===== config.mk =====
export PLATFORM = sky130hd
export DESIGN_NAME = vli_velocity_limit
export DESIGN_NICKNAME = d
export VERILOG_FILES = /design/src/hw/vli_pkg.sv /design/src/hw/vli_scale_if.sv /design/src/hw/vli_velocity_limit.sv /design/src/hw/vli_analog_scale.sv
export SDC_FILE = /design/constraint.sdc
export NUM_CORES = 2
export LEC_CHECK = 0
export BUFFER_PORTS_ARGS = -buffer_cell sky130_fd_sc_hd__buf_2
export CORE_UTILIZATION = 48
export CTS_BUF_LIST = sky130_fd_sc_hd__clkbuf_16
export CTS_CLUSTER_DIAMETER = 60
export DETAILED_ROUTE_END_ITERATION = 8
export GPL_ROUTABILITY_DRIVEN = 0
export MAX_ROUTING_LAYER = met4
export PLACE_DENSITY_LB_ADDON = 0.12
export SKIP_LAST_GASP = 1
export SLEW_MARGIN = 20
export SYNTH_ARGS = -nofsm -noshare
export SYNTH_HDL_FRONTEND = slang
export SYNTH_SLANG_ARGS = --single-unit

===== constraint.sdc =====
create_clock -name clk -period 9.85 [get_ports clk]
set_clock_uncertainty 0.05 [all_clocks]
set_input_delay 1.4775 -clock clk [delete_from_list [all_inputs] [get_ports clk]]
set_output_delay 1.4775 -clock clk [all_outputs]
set_load 0.005 [all_outputs]

===== src/hw/vli_pkg.sv =====
/*
 * Constants, parameter addresses and usage codes for the velocity limiter.
 * Assumes a single 100 MHz clock and a synchronous active-low reset.
 */
package vli_pkg;

  // ************************************************************
  // Parameter addresses
  // ************************************************************
  localparam logic [15:0] ADDR_DIG_LIMIT = 16'h063c;
  localparam logic [15:0] ADDR_AN1_MODE  = 16'h091c;
  localparam logic [15:0] ADDR_AN1_VMAX  = 16'h0920;
  localparam logic [15:0] ADDR_AN2_MODE  = 16'h0926;
  localparam logic [15:0] ADDR_AN2_VMAX  = 16'h092a;

  // ************************************************************
  // Reset values and ranges
  // ************************************************************
  localparam logic [31:0] RST_DIG_LIMIT  = 32'h0000_000a;
  localparam logic [15:0] RST_AN1_MODE   = 16'h0001;
  localparam logic [15:0] RST_AN2_MODE   = 16'h0000;
  localparam logic [31:0] RST_VMAX       = 32'h0000_0bb8;
  localparam logic [31:0] VMAX_MIN       = 32'h0000_0001;
  localparam logic [31:0] VEL_PARAM_MAX  = 32'h7fff_ffff;
  localparam logic [31:0] MODE1_MAX      = 32'h0000_0004;
  localparam logic [31:0] MODE2_MAX      = 32'h0000_0005;
  localparam logic [31:0] FLOOR_VEL      = 32'h0000_0064;

  // ************************************************************
  // Analog sample scaling: code 0x4000 stands for 10 V
  // ************************************************************
  localparam logic signed [15:0] AN_FULL_SCALE = 16'sh4000;
  localparam int                 AN_SHIFT      = 14;

  typedef enum logic [2:0] {
    USE_NONE       = 3'h0,
    USE_TARGET_VEL = 3'h1,
    USE_TARGET_TRQ = 3'h2,
    USE_VEL_LIMIT  = 3'h3,
    USE_CUR_LIMIT  = 3'h4,
    USE_RESERVED   = 3'h5
  } vli_usage_e;

endpackage : vli_pkg


===== src/hw/vli_scale_if.sv =====
/*
 * Carrier between the limiter top and one analog scaling stage.
 * Assumes both ends run on the same clock.
 */
`timescale 1ns/1ns
interface vli_scale_if;
  logic signed [15:0] sample;
  logic        [31:0] vmax;
  logic        [31:0] ctrlMax;
  logic        [31:0] limit;

  modport scaler (input sample, input vmax, input ctrlMax, output limit);
  modport user   (output sample, output vmax, output ctrlMax, input limit);
endinterface : vli_scale_if


===== src/hw/vli_velocity_limit.sv =====
/*
 * Velocity limitation by two analog inputs and one digital input,
 * with its parameters reached over a fieldbus parameter port.
 * Assumes powerStageEn, torqueProfileMode, limitFuncAssigned and
 * ctrlVelMax come from logic on clk; pins and ADC words do not.
 */
`timescale 1ns/1ns
module vli_velocity_limit
  import vli_pkg::*;
(
  input  wire logic                 clk,
  input  wire logic                 nrst,
  input  wire logic                 paramReq,
  input  wire logic                 paramWe,
  input  wire logic [15:0]          paramAddr,
  input  wire logic [31:0]          paramWdata,
  output logic                      paramAck,
  output logic                      paramErr,
  output logic [31:0]               paramRdata,
  input  wire logic                 powerStageEn,
  input  wire logic                 torqueProfileMode,
  input  wire logic [31:0]          ctrlVelMax,
  input  wire logic                 limitFuncAssigned,
  input  wire logic                 digLimitPin,
  input  wire logic [15:0]          analogInputOneSample,
  input  wire logic [15:0]          analogInputTwoSample,
  output logic [31:0]               velLimit,
  output logic                      velLimitOn,
  output vli_pkg::vli_usage_e       analog1Usage,
  output vli_pkg::vli_usage_e       analog2Usage
);
  import vli_pkg::*;

  // ************************************************************
  // Storage
  // ************************************************************
  logic [31:0] digLimitFf;
  logic [15:0] an1ModeFf;
  logic [31:0] an1VmaxFf;
  logic [15:0] an2ModeFf;
  logic [31:0] an2VmaxFf;
  logic [15:0] act1ModeFf;
  logic [31:0] act1VmaxFf;
  logic [15:0] act2ModeFf;
  logic [31:0] act2VmaxFf;
  logic        psEnPrevFf;
  logic        digSync1Ff;
  logic        digSync2Ff;
  logic [15:0] an1Sync1Ff;
  logic [15:0] an1Sync2Ff;
  logic [15:0] an2Sync1Ff;
  logic [15:0] an2Sync2Ff;
  logic        ackFf;
  logic        errFf;
  logic [31:0] rdataFf;
  logic [31:0] velLimitFf;
  logic        velLimitOnFf;

  // ************************************************************
  // Parameter port decode
  // ************************************************************
  wire logic        hitDig    = paramAddr == ADDR_DIG_LIMIT;
  wire logic        hitMode1  = paramAddr == ADDR_AN1_MODE;
  wire logic        hitVmax1  = paramAddr == ADDR_AN1_VMAX;
  wire logic        hitMode2  = paramAddr == ADDR_AN2_MODE;
  wire logic        hitVmax2  = paramAddr == ADDR_AN2_VMAX;
  wire logic        hitAnalog = hitMode1 | hitVmax1 | hitMode2 | hitVmax2;
  wire logic        hitAny    = hitAnalog | hitDig;
  wire logic        vmaxOk    = paramWdata >= VMAX_MIN && paramWdata <= VEL_PARAM_MAX;
  wire logic        mode1Ok   = paramWdata <= MODE1_MAX;
  wire logic        mode2Ok   = paramWdata <= MODE2_MAX;
  wire logic        digOk     = paramWdata <= VEL_PARAM_MAX;
  wire logic        rangeOk   = (hitDig & digOk) | (hitMode1 & mode1Ok)
                              | (hitMode2 & mode2Ok) | ((hitVmax1 | hitVmax2) & vmaxOk);
  wire logic        wrLocked  = hitAnalog & powerStageEn;
  wire logic        wrErr     = paramWe & (~hitAny | wrLocked | ~rangeOk);
  wire logic        rdErr     = ~paramWe & ~hitAny;
  wire logic        wrOk      = paramReq & paramWe & ~wrErr;
  wire logic [31:0] rdMux     = hitDig   ? digLimitFf :
                                hitMode1 ? {16'h0000, an1ModeFf} :
                                hitVmax1 ? an1VmaxFf :
                                hitMode2 ? {16'h0000, an2ModeFf} :
                                hitVmax2 ? an2VmaxFf : 32'h0000_0000;

  always_ff @(posedge clk) begin
    if (!nrst) begin
      ackFf   <= 1'b0;
      errFf   <= 1'b0;
      rdataFf <= 32'h0000_0000;
    end else begin
      ackFf   <= paramReq;
      errFf   <= paramReq & (wrErr | rdErr);
      rdataFf <= (paramReq & ~paramWe) ? rdMux : 32'h0000_0000;
    end
  end

  // ************************************************************
  // Written settings
  // ************************************************************
  always_ff @(posedge clk) begin
    if (!nrst) begin
      an1ModeFf  <= RST_AN1_MODE;
      an2ModeFf  <= RST_AN2_MODE;
      an1VmaxFf  <= RST_VMAX;
      an2VmaxFf  <= RST_VMAX;
      digLimitFf <= RST_DIG_LIMIT;
    end else begin
      if (wrOk & hitMode1) an1ModeFf <= paramWdata[15:0];
      if (wrOk & hitMode2) an2ModeFf <= paramWdata[15:0];
      if (wrOk & hitVmax1) an1VmaxFf <= paramWdata;
      if (wrOk & hitVmax2) an2VmaxFf <= paramWdata;
      if (wrOk & hitDig)   digLimitFf <= paramWdata;
    end
  end

  // ************************************************************
  // Settings in force, taken at stage enable
  // ************************************************************
  // An analog write cannot land while enabled, so the active copy never
  // shifts under a running motor.
  wire logic enableRise = powerStageEn & ~psEnPrevFf;

  always_ff @(posedge clk) begin
    if (!nrst) begin
      psEnPrevFf <= 1'b0;
      act1ModeFf <= RST_AN1_MODE;
      act2ModeFf <= RST_AN2_MODE;
      act1VmaxFf <= RST_VMAX;
      act2VmaxFf <= RST_VMAX;
    end else begin
      psEnPrevFf <= powerStageEn;
      if (enableRise) begin
        act1ModeFf <= an1ModeFf;
        act2ModeFf <= an2ModeFf;
        act1VmaxFf <= an1VmaxFf;
        act2VmaxFf <= an2VmaxFf;
      end
    end
  end

  // ************************************************************
  // Pin synchronisers
  // ************************************************************
  // ADC words are assumed held steady for several cycles per sample.
  always_ff @(posedge clk) begin
    if (!nrst) begin
      digSync1Ff <= 1'b0;
      digSync2Ff <= 1'b0;
      an1Sync1Ff <= 16'h0000;
      an1Sync2Ff <= 16'h0000;
      an2Sync1Ff <= 16'h0000;
      an2Sync2Ff <= 16'h0000;
    end else begin
      digSync1Ff <= digLimitPin;
      digSync2Ff <= digSync1Ff;
      an1Sync1Ff <= analogInputOneSample;
      an1Sync2Ff <= an1Sync1Ff;
      an2Sync1Ff <= analogInputTwoSample;
      an2Sync2Ff <= an2Sync1Ff;
    end
  end

  // ************************************************************
  // Analog scaling stages
  // ************************************************************
  vli_scale_if scOne ();
  vli_scale_if scTwo ();

  // first input scaled by its vmax
  assign scOne.sample  = an1Sync2Ff;
  assign scOne.vmax    = act1VmaxFf;
  assign scOne.ctrlMax = ctrlVelMax;
  // second input scaled by its vmax
  assign scTwo.sample  = an2Sync2Ff;
  assign scTwo.vmax    = act2VmaxFf;
  assign scTwo.ctrlMax = ctrlVelMax;

  vli_analog_scale uScaleOne (
    .clk  (clk),
    .nrst (nrst),
    .sc   (scOne.scaler)
  );

  vli_analog_scale uScaleTwo (
    .clk  (clk),
    .nrst (nrst),
    .sc   (scTwo.scaler)
  );

  // ************************************************************
  // Limit selection
  // ************************************************************
  // usage decode
  wire logic        lim1On = act1ModeFf == {13'h0000, USE_VEL_LIMIT};
  wire logic        lim2On = act2ModeFf == {13'h0000, USE_VEL_LIMIT};
  wire logic        digOn  = digSync2Ff & limitFuncAssigned;
  wire logic [31:0] digEff = (torqueProfileMode && digLimitFf < FLOOR_VEL) ?
                             FLOOR_VEL : digLimitFf;
  wire logic [31:0] cand1  = lim1On ? scOne.limit : VEL_PARAM_MAX;
  wire logic [31:0] cand2  = lim2On ? scTwo.limit : VEL_PARAM_MAX;
  wire logic [31:0] cand3  = digOn ? digEff : VEL_PARAM_MAX;
  wire logic [31:0] min12  = (cand1 < cand2) ? cand1 : cand2;
  wire logic [31:0] minAll = (min12 < cand3) ? min12 : cand3;
  wire logic        anyOn  = lim1On | lim2On | digOn;
  // With no cap active the controller maximum is reported
  wire logic [31:0] nxtVelLimit = anyOn ? minAll : ctrlVelMax;

  always_ff @(posedge clk) begin
    if (!nrst) begin
      velLimitFf   <= 32'h0000_0000;
      velLimitOnFf <= 1'b0;
    end else begin
      velLimitFf   <= nxtVelLimit;
      velLimitOnFf <= anyOn;
    end
  end

  assign paramAck     = ackFf;
  assign paramErr     = errFf;
  assign paramRdata   = rdataFf;
  assign velLimit     = velLimitFf;
  assign velLimitOn   = velLimitOnFf;
  assign analog1Usage = vli_usage_e'(act1ModeFf[2:0]);
  assign analog2Usage = vli_usage_e'(act2ModeFf[2:0]);
endmodule : vli_velocity_limit


===== src/hw/vli_analog_scale.sv =====
/*
 * One analog input turned into a velocity limit, registered.
 * Assumes a synchronised sample and settled vmax and ctrlMax.
 */
`timescale 1ns/1ns
module vli_analog_scale
  import vli_pkg::*;
(
  input  wire logic   clk,
  input  wire logic   nrst,
  vli_scale_if.scaler sc
);

  logic [15:0] code;
  logic [47:0] product;
  logic [31:0] scaled;
  logic [31:0] floored;
  logic [31:0] capped;
  logic [31:0] limitFf;

  // Negative input means no headroom; above 10 V saturates
  assign code = (sc.sample < 16'sh0000) ? 16'h0000 :
                (sc.sample > AN_FULL_SCALE) ? AN_FULL_SCALE : sc.sample;
  assign product = {16'h0000, sc.vmax} * {32'h0000_0000, code};
  assign scaled  = product[AN_SHIFT +: 32];
  assign floored = (scaled < FLOOR_VEL) ? FLOOR_VEL : scaled;
  assign capped  = (floored > sc.ctrlMax) ? sc.ctrlMax : floored;

  always_ff @(posedge clk) begin
    if (!nrst) begin
      limitFf <= FLOOR_VEL;
    end else begin
      limitFf <= capped;
    end
  end

  assign sc.limit = limitFf;
endmodule : vli_analog_scale


---- Word-level counts from Yosys, hierarchy flattened ----
Index checks and enable logic that the tools add are counted.
W data, S select, Z words.
word-level totals
  ROM bits ................................ 0
  memories kept ........................... 0
  output and inout port bits .............. 73
  bits of input ports ..................... 120
  word-level logic and storage cells ...... 106
  latch bits .............................. 0
  bits in writable memories ............... 0
  flip-flop bits (word level) ............. 422
operators by class
  magnitude comparators ................... 15
  div/mod/pow operators ................... 0
  reduce and logical (&&, ||, !) cells .... 3
  mux-type cells .......................... 20
  multipliers ............................. 2
  equality and inequality tests ........... 7
  add/subtract/negate cells ............... 0
  shift operators ......................... 0
  bitwise gates (word level) .............. 36
operators with widths
  operator                count
  $mux W32                16
  $lt A32 B7 Y1 const B   3
  $mul A32 B16 Y46        2
  $eq A16 B12 Y1 const B  4
  $gt A32 B32 Y1          2
  $le A32 B3 Y1 const B   2
  $lt A32 B32 Y1          2
  $mux W16                4
  $eq A16 B2 Y1 const B   2
  $ge A32 B1 Y1 const B   1
  $gt A16 B16 Y1 const B  2
  $le A32 B31 Y1 const B  1
  $lt A16 B1 Y1 const B   2
  $and A1 B1 Y1           18
  $eq A16 B11 Y1 const B  1
  $or A1 B1 Y1            13
  $not A1 Y1              5
  $logic_and A1 B1 Y1     2
  $reduce_and A2 Y1       1

---- Depth between registers and ports, before layout ----
  word-level depth ........................ 12
  mapped depth ............................ 45

---- Modules after synthesis ----
From an unflattened synthesis, not the netlist that was laid out.
second synthesis, totals
  cell total of the unflattened synthesis .. 5964
  area, all modules ....................... 51007.7 µm²
modules (own cells, without submodules)
  module                         cells an instance  area an instance (µm²)  times used
  vli_analog_scale at uScaleTwo  2156               18152.4                 1
  vli_analog_scale at uScaleOne  2094               17800.8                 1
  vli_velocity_limit             1714               15054.4                 1

---- Worst setup path after synthesis ----
Ideal clock, no wire load.
  kind .................................... reg2reg
  start point ............................. register an1Sync2Ff[0]
  end point ............................... register uScaleOne.limitFf[17], in the netlist uScaleOne.sc.limit[17]
  path slack .............................. -314 ps
  path buffers ............................ 7
  data required time ...................... 9672 ps
  library setup time ...................... 128 ps
  cell stages (with the launch flop) ...... 45
  data arrival time ....................... 9986 ps
  cell sequence ........................... dfxtp_1 > nor4_1 > nand4_1 > a21oi_1 > clkbuf_1 > and2_1 > clkbuf_1 > clkbuf_1 > nand2_1 > fa_1 > fa_1 > fa_1 > inv_1 > fa_1 > fa_1 > inv_1 > fa_1 > inv_1 > [9 not listed] > nand4b_1 > and4bb_1 > nand4_2 > buf_6 > and2_1 > ha_1 > nor2b_1 > o21a_1 > o21a_1 > o21ai_0 > nand2b_1 > a21oi_1 > o21ai_0 > o22ai_1 > clkbuf_1 > buf_2 > mux2i_1 > nor2_1
between the ends
  cells in the longest elaborated chain, start to end .. 8
ends and longest elaborated chain
  element                   line                       source
  start: declaration        vli_velocity_limit.sv:50   logic [15:0] an1Sync2Ff;
  start signal: assignment  vli_velocity_limit.sv:157  an1Sync2Ff <= an1Sync1Ff;
  $gt A16 B16 Y1            vli_analog_scale.sv:23     (sc.sample > AN_FULL_SCALE) ? AN_FULL_SCALE : sc.sample;
  $mux W16                  vli_analog_scale.sv:23
  $mux W16 (*)              vli_analog_scale.sv:22     assign code = (sc.sample < 16'sh0000) ? 16'h0000 :
  $mul A32 B16 Y46 (*)      vli_analog_scale.sv:24     assign product = {16'h0000, sc.vmax} * {32'h0000_0000, code};
  $lt A32 B7 Y1             vli_analog_scale.sv:26     assign floored = (scaled < FLOOR_VEL) ? FLOOR_VEL : scaled;
  $mux W32 (*)              vli_analog_scale.sv:26
  $gt A32 B32 Y1            vli_analog_scale.sv:27     assign capped = (floored > sc.ctrlMax) ? sc.ctrlMax : floored;
  $mux W32 (*)              vli_analog_scale.sv:27
  end signal: assignment    vli_analog_scale.sv:33     limitFf <= capped;
  end: declaration          vli_analog_scale.sv:19     logic [31:0] limitFf;
Every way passes the cells marked *; elsewhere a longest branch is shown, timed or not.
A chain may end at the register's enable or synchronous reset.

---- Worst setup path in the final report ----
  start point ............................. register an2Sync2Ff[9]
  end point ............................... register uScaleTwo.limitFf[16], in the netlist uScaleTwo.sc.limit[16]
between the ends
  cells in the longest elaborated chain, start to end .. 8
ends and longest elaborated chain
  element                   line                       source
  start: declaration        vli_velocity_limit.sv:52   logic [15:0] an2Sync2Ff;
  start signal: assignment  vli_velocity_limit.sv:159  an2Sync2Ff <= an2Sync1Ff;
  $gt A16 B16 Y1            vli_analog_scale.sv:23
  $mux W16                  vli_analog_scale.sv:23
  $mux W16 (*)              vli_analog_scale.sv:22
  $mul A32 B16 Y46 (*)      vli_analog_scale.sv:24
  $lt A32 B7 Y1             vli_analog_scale.sv:26
  $mux W32 (*)              vli_analog_scale.sv:26
  $gt A32 B32 Y1            vli_analog_scale.sv:27
  $mux W32 (*)              vli_analog_scale.sv:27
  end signal: assignment    vli_analog_scale.sv:33
  end: declaration          vli_analog_scale.sv:19
Marks and branches as above.

==> impl_metrics.yaml <==
setup_path:
  crit_type: "reg -> reg"
  crit_fanout: 7
  crit_arrival_ns: 10.16
  crit_path_end_kind: "flop"
  cp-start-kind: "flop"
  crit_required_ns: 10.31
  cpPeakStageDelay_ns: 0.55
  slowest_stage: "fa_1"
  crit_top_cell: "fa_1"
run_status:
  violations: "design-rule violations"
  outcome: "finished, violations left"
global_routing:
  grt_max_degree: 125
  antenna_found_initial: 9
  grt_overflow: 0
  track_usage_pct: 34.52
  grt_pass1_wl_mm: 271.8
  grt_pass1_vias: 44090
power_and_ir_drop:
  irDropWorstVdd_v: 0.0001965
  powerDensity_nw_per_um2: 87.91
  power.leakage_nw: 29.23
sta:
  hold-worst-slack_ns: 0.3848
  relSlewSlack_pct: 27.07
  fmax_mhz: 103.0
  worstMarginPinSlew_ns: 1.094
  setup_viol: 0
  final-hold-violation-count: 0
  rsz0062_at_grt: "true"
  finalMaxSlewViolations: 0
  fin_setup_tns_ns: 0
  finalCriticalPeriod_ns: 9.706
  setup_slack_ns: 0.1435
  timing.final.crit_share_pct: 98.54
synthesis:
  synth_edf_count: 0
  synth.top_cell.area_share_pct: 30.49
  synth_most_common_cell: "nand2_1"
  ys_types: 87
  ys_seq_area_share_pct: 16.66
  ys_top_cells_by_area: "fa_1 30%, dfxtp_1 17%, ha_1 9.8%, nand2_1 7.9%, inv_1 7.0%"
  synth_top_area_cell: "fa_1"
  synth_cells: 6047
  synth_ff_type: "dfxtp_1"
  ys_seq_elements: 422
  synth_warnings: 0
  synthesis.nets: 7337
  syn_area_per_cell_um2: 8.383
  synth_commonest_cells: "1,063 x nand2_1, 941 x inv_1, 772 x fa_1, 422 x dfxtp_1, 398 x ha_1"
  netlist_area_um2: 50690
  async_reset_ff_share_pct: 0
detailed_routing:
  drt_first_pass_iters: 9
  routed_wl_mm: 181.9
  drc: 3
  ant_nets: 0
  viasPerCell: 5.678
  vias: 44810
  wire_per_inst_um: 23.05
  drt_iter0_drc: 4599
floorplanning:
  design.die.area_um2: 106900
  num_io_pins: 193
  die-height_um: 327.0
  rows: 118
  core_area_um2: 104100
  fp.dieW_um: 327.0
  start_util_pct: 48.70
cts:
  clkSinkCount: 422
  cts_hold_buf: 0
  clockBufferDepth: 3
  insertion_delay_ns: 0.65
  numCtsBuffers: 49
  clock-root-buffer: "clkbuf_16"
  htree_levels: 2
  cts.clk_slew.worst_paths_ns: 0.06
  cts_tree: "yes"
placed_design:
  place_hpwl_mm: 144.4
  pre_cts_ws_ns: -0.2064
  dp_cells: 7742
  port_buffers: 192
layout:
  multi_input_area_um2: 38780
  final_layout_size_suffix_gt1_share_pct: 17.56
  finalNetCount: 7755
  ff_latch_area_um2: 8456
  fill_cells: 9543
  area_delta_synth_final_pct: 18.37
  final_cells: 7892
run:
  cap_violations: 0
worst_hold_path:
  holdCritPathClass: "reg -> reg"
-- layer usage --
layer	part of all wire [%]	GRT usage [%]
met1	43	47.67
met2	41	47.75
met3	12	10.70
met4	3.8	11.29
met5	0	-
-- area by class of cell --
type	count	share of cell area, %
multi-input cells	4316	64.63
clock inverters	42	0.6797
clock buffers	49	2.043
inverters	942	5.901
repair buffers	734	9.746
diodes	7	0.02919
flip-flops and latches	422	14.09
well taps	1380	2.877
-- sequential cells by signal, indices dropped and copies added (netlist names), 16 cells and up --
register,count
act1VmaxFf,32
an1VmaxFf,32
act2VmaxFf,32
an2VmaxFf,32
an1ModeFf,16
paramRdata,32
act2ModeFf,16
digLimitFf,32
uScaleOne.sc.limit,32
an1Sync2Ff,16
an2ModeFf,16
an1Sync1Ff,16
an2Sync1Ff,16
act1ModeFf,16
an2Sync2Ff,16
velLimit,32
uScaleTwo.sc.limit,32
-- cell usage in the layout (no fill, tap or decap), drive strengths merged, types with 10 or more instances in the layout --
cell type | Yosys | final
o211ai | 41 | 41
mux2i | 35 | 35
and2 | 299 | 299
nand4b | 26 | 26
a222oi | 32 | 32
xor2 | 19 | 19
clkbuf | 323 | 58
nor2 | 241 | 241
a211oi | 35 | 35
o21a | 15 | 15
nand2b | 14 | 14
nor4 | 39 | 39
nor3 | 69 | 69
or2 | 13 | 13
clkinv | 1 | 18
ha | 398 | 398
o21ai | 99 | 99
dfxtp | 422 | 422
a21oi | 343 | 343
buf | 44 | 724
o21bai | 12 | 12
a31oi | 10 | 10
xnor2 | 42 | 42
inv | 941 | 958
fa | 772 | 772
nand3 | 101 | 101
nand2 | 1063 | 1063
a21o | 65 | 65
nor2b | 34 | 34
or3 | 14 | 14
nand4 | 56 | 56
and3 | 284 | 284
a22oi | 22 | 22
-- final timing paths --
| check | from | slack [ns] | endpoint | cells after the start |
|---|---|---|---|---|
| max | an2Sync2Ff[9]$_SDFF_PN0_ | 0.14 | uScaleTwo.sc.limit[16]$_SDFF_PN0_ | 43 |
| min | an1Sync1Ff[12]$_SDFF_PN0_ | 0.38 | an1Sync2Ff[12]$_SDFF_PN0_ | 1 |
| max reg2reg | an2Sync2Ff[9]$_SDFF_PN0_ | 0.14 | uScaleTwo.sc.limit[16]$_SDFF_PN0_ | 43 |
| min reg2reg | an1Sync1Ff[12]$_SDFF_PN0_ | 0.38 | an1Sync2Ff[12]$_SDFF_PN0_ | 1 |
-- through the flow --
step | power, W | utilization (%) | instance area [µm²]
after detailed placement | 0.003214 | 53.90 | 56100
after global routing | 0.005482 | 57.65 | 60010
final | 0.005275 | 57.65 | 60010
after CTS | 0.005084 | 55.67 | 57940
after floorplan | 0.002562 | - | 50710
after global placement | 0.003200 | 53.90 | 56100
-- where the power goes --
| part | internal (W) | switching (W) | leakage [nW] |
|---|---|---|---|
| Combinational | 0.000684 | 0.000931 | 25.0 |
| Sequential | 0.00175 | 0.0000330 | 3.43 |
| Clock | 0.00106 | 0.000818 | 0.823 |
-- worst max-delay path, delay by kind of cell, from the launching register on --
| family | cells | cell delay [ns] |
|---|---|---|
| compound gates | 11 | 1.71 |
| fa+ha+maj | 8 | 3.61 |
| buf+inv | 10 | 1.27 |
| flops | 1 | 0.32 |
| mux | 2 | 0.51 |
| simple gates | 12 | 2.12 |
-- repair_timing --
item                       4_1_cts  5_1_grt
cloned                           2       11
pin swaps                       12      192
gates resized for setup         34      361
setup buffers                    5       34
setup endpoints to repair       64       64
-- kinds of logic after synthesis --
kind of cell	after synthesis	share of synthesized area (%)
AO/OA/AOI/OAI	761	9.645
buffers and inverters	1309	9.843
XOR/XNOR	61	1.054
flip-flops	422	16.66
AND/OR/NAND/NOR	2288	21.77
adder cells (fa/ha/maj)	1170	40.31
multiplexers	36	0.7133
(Power assumes the default switching activity.)
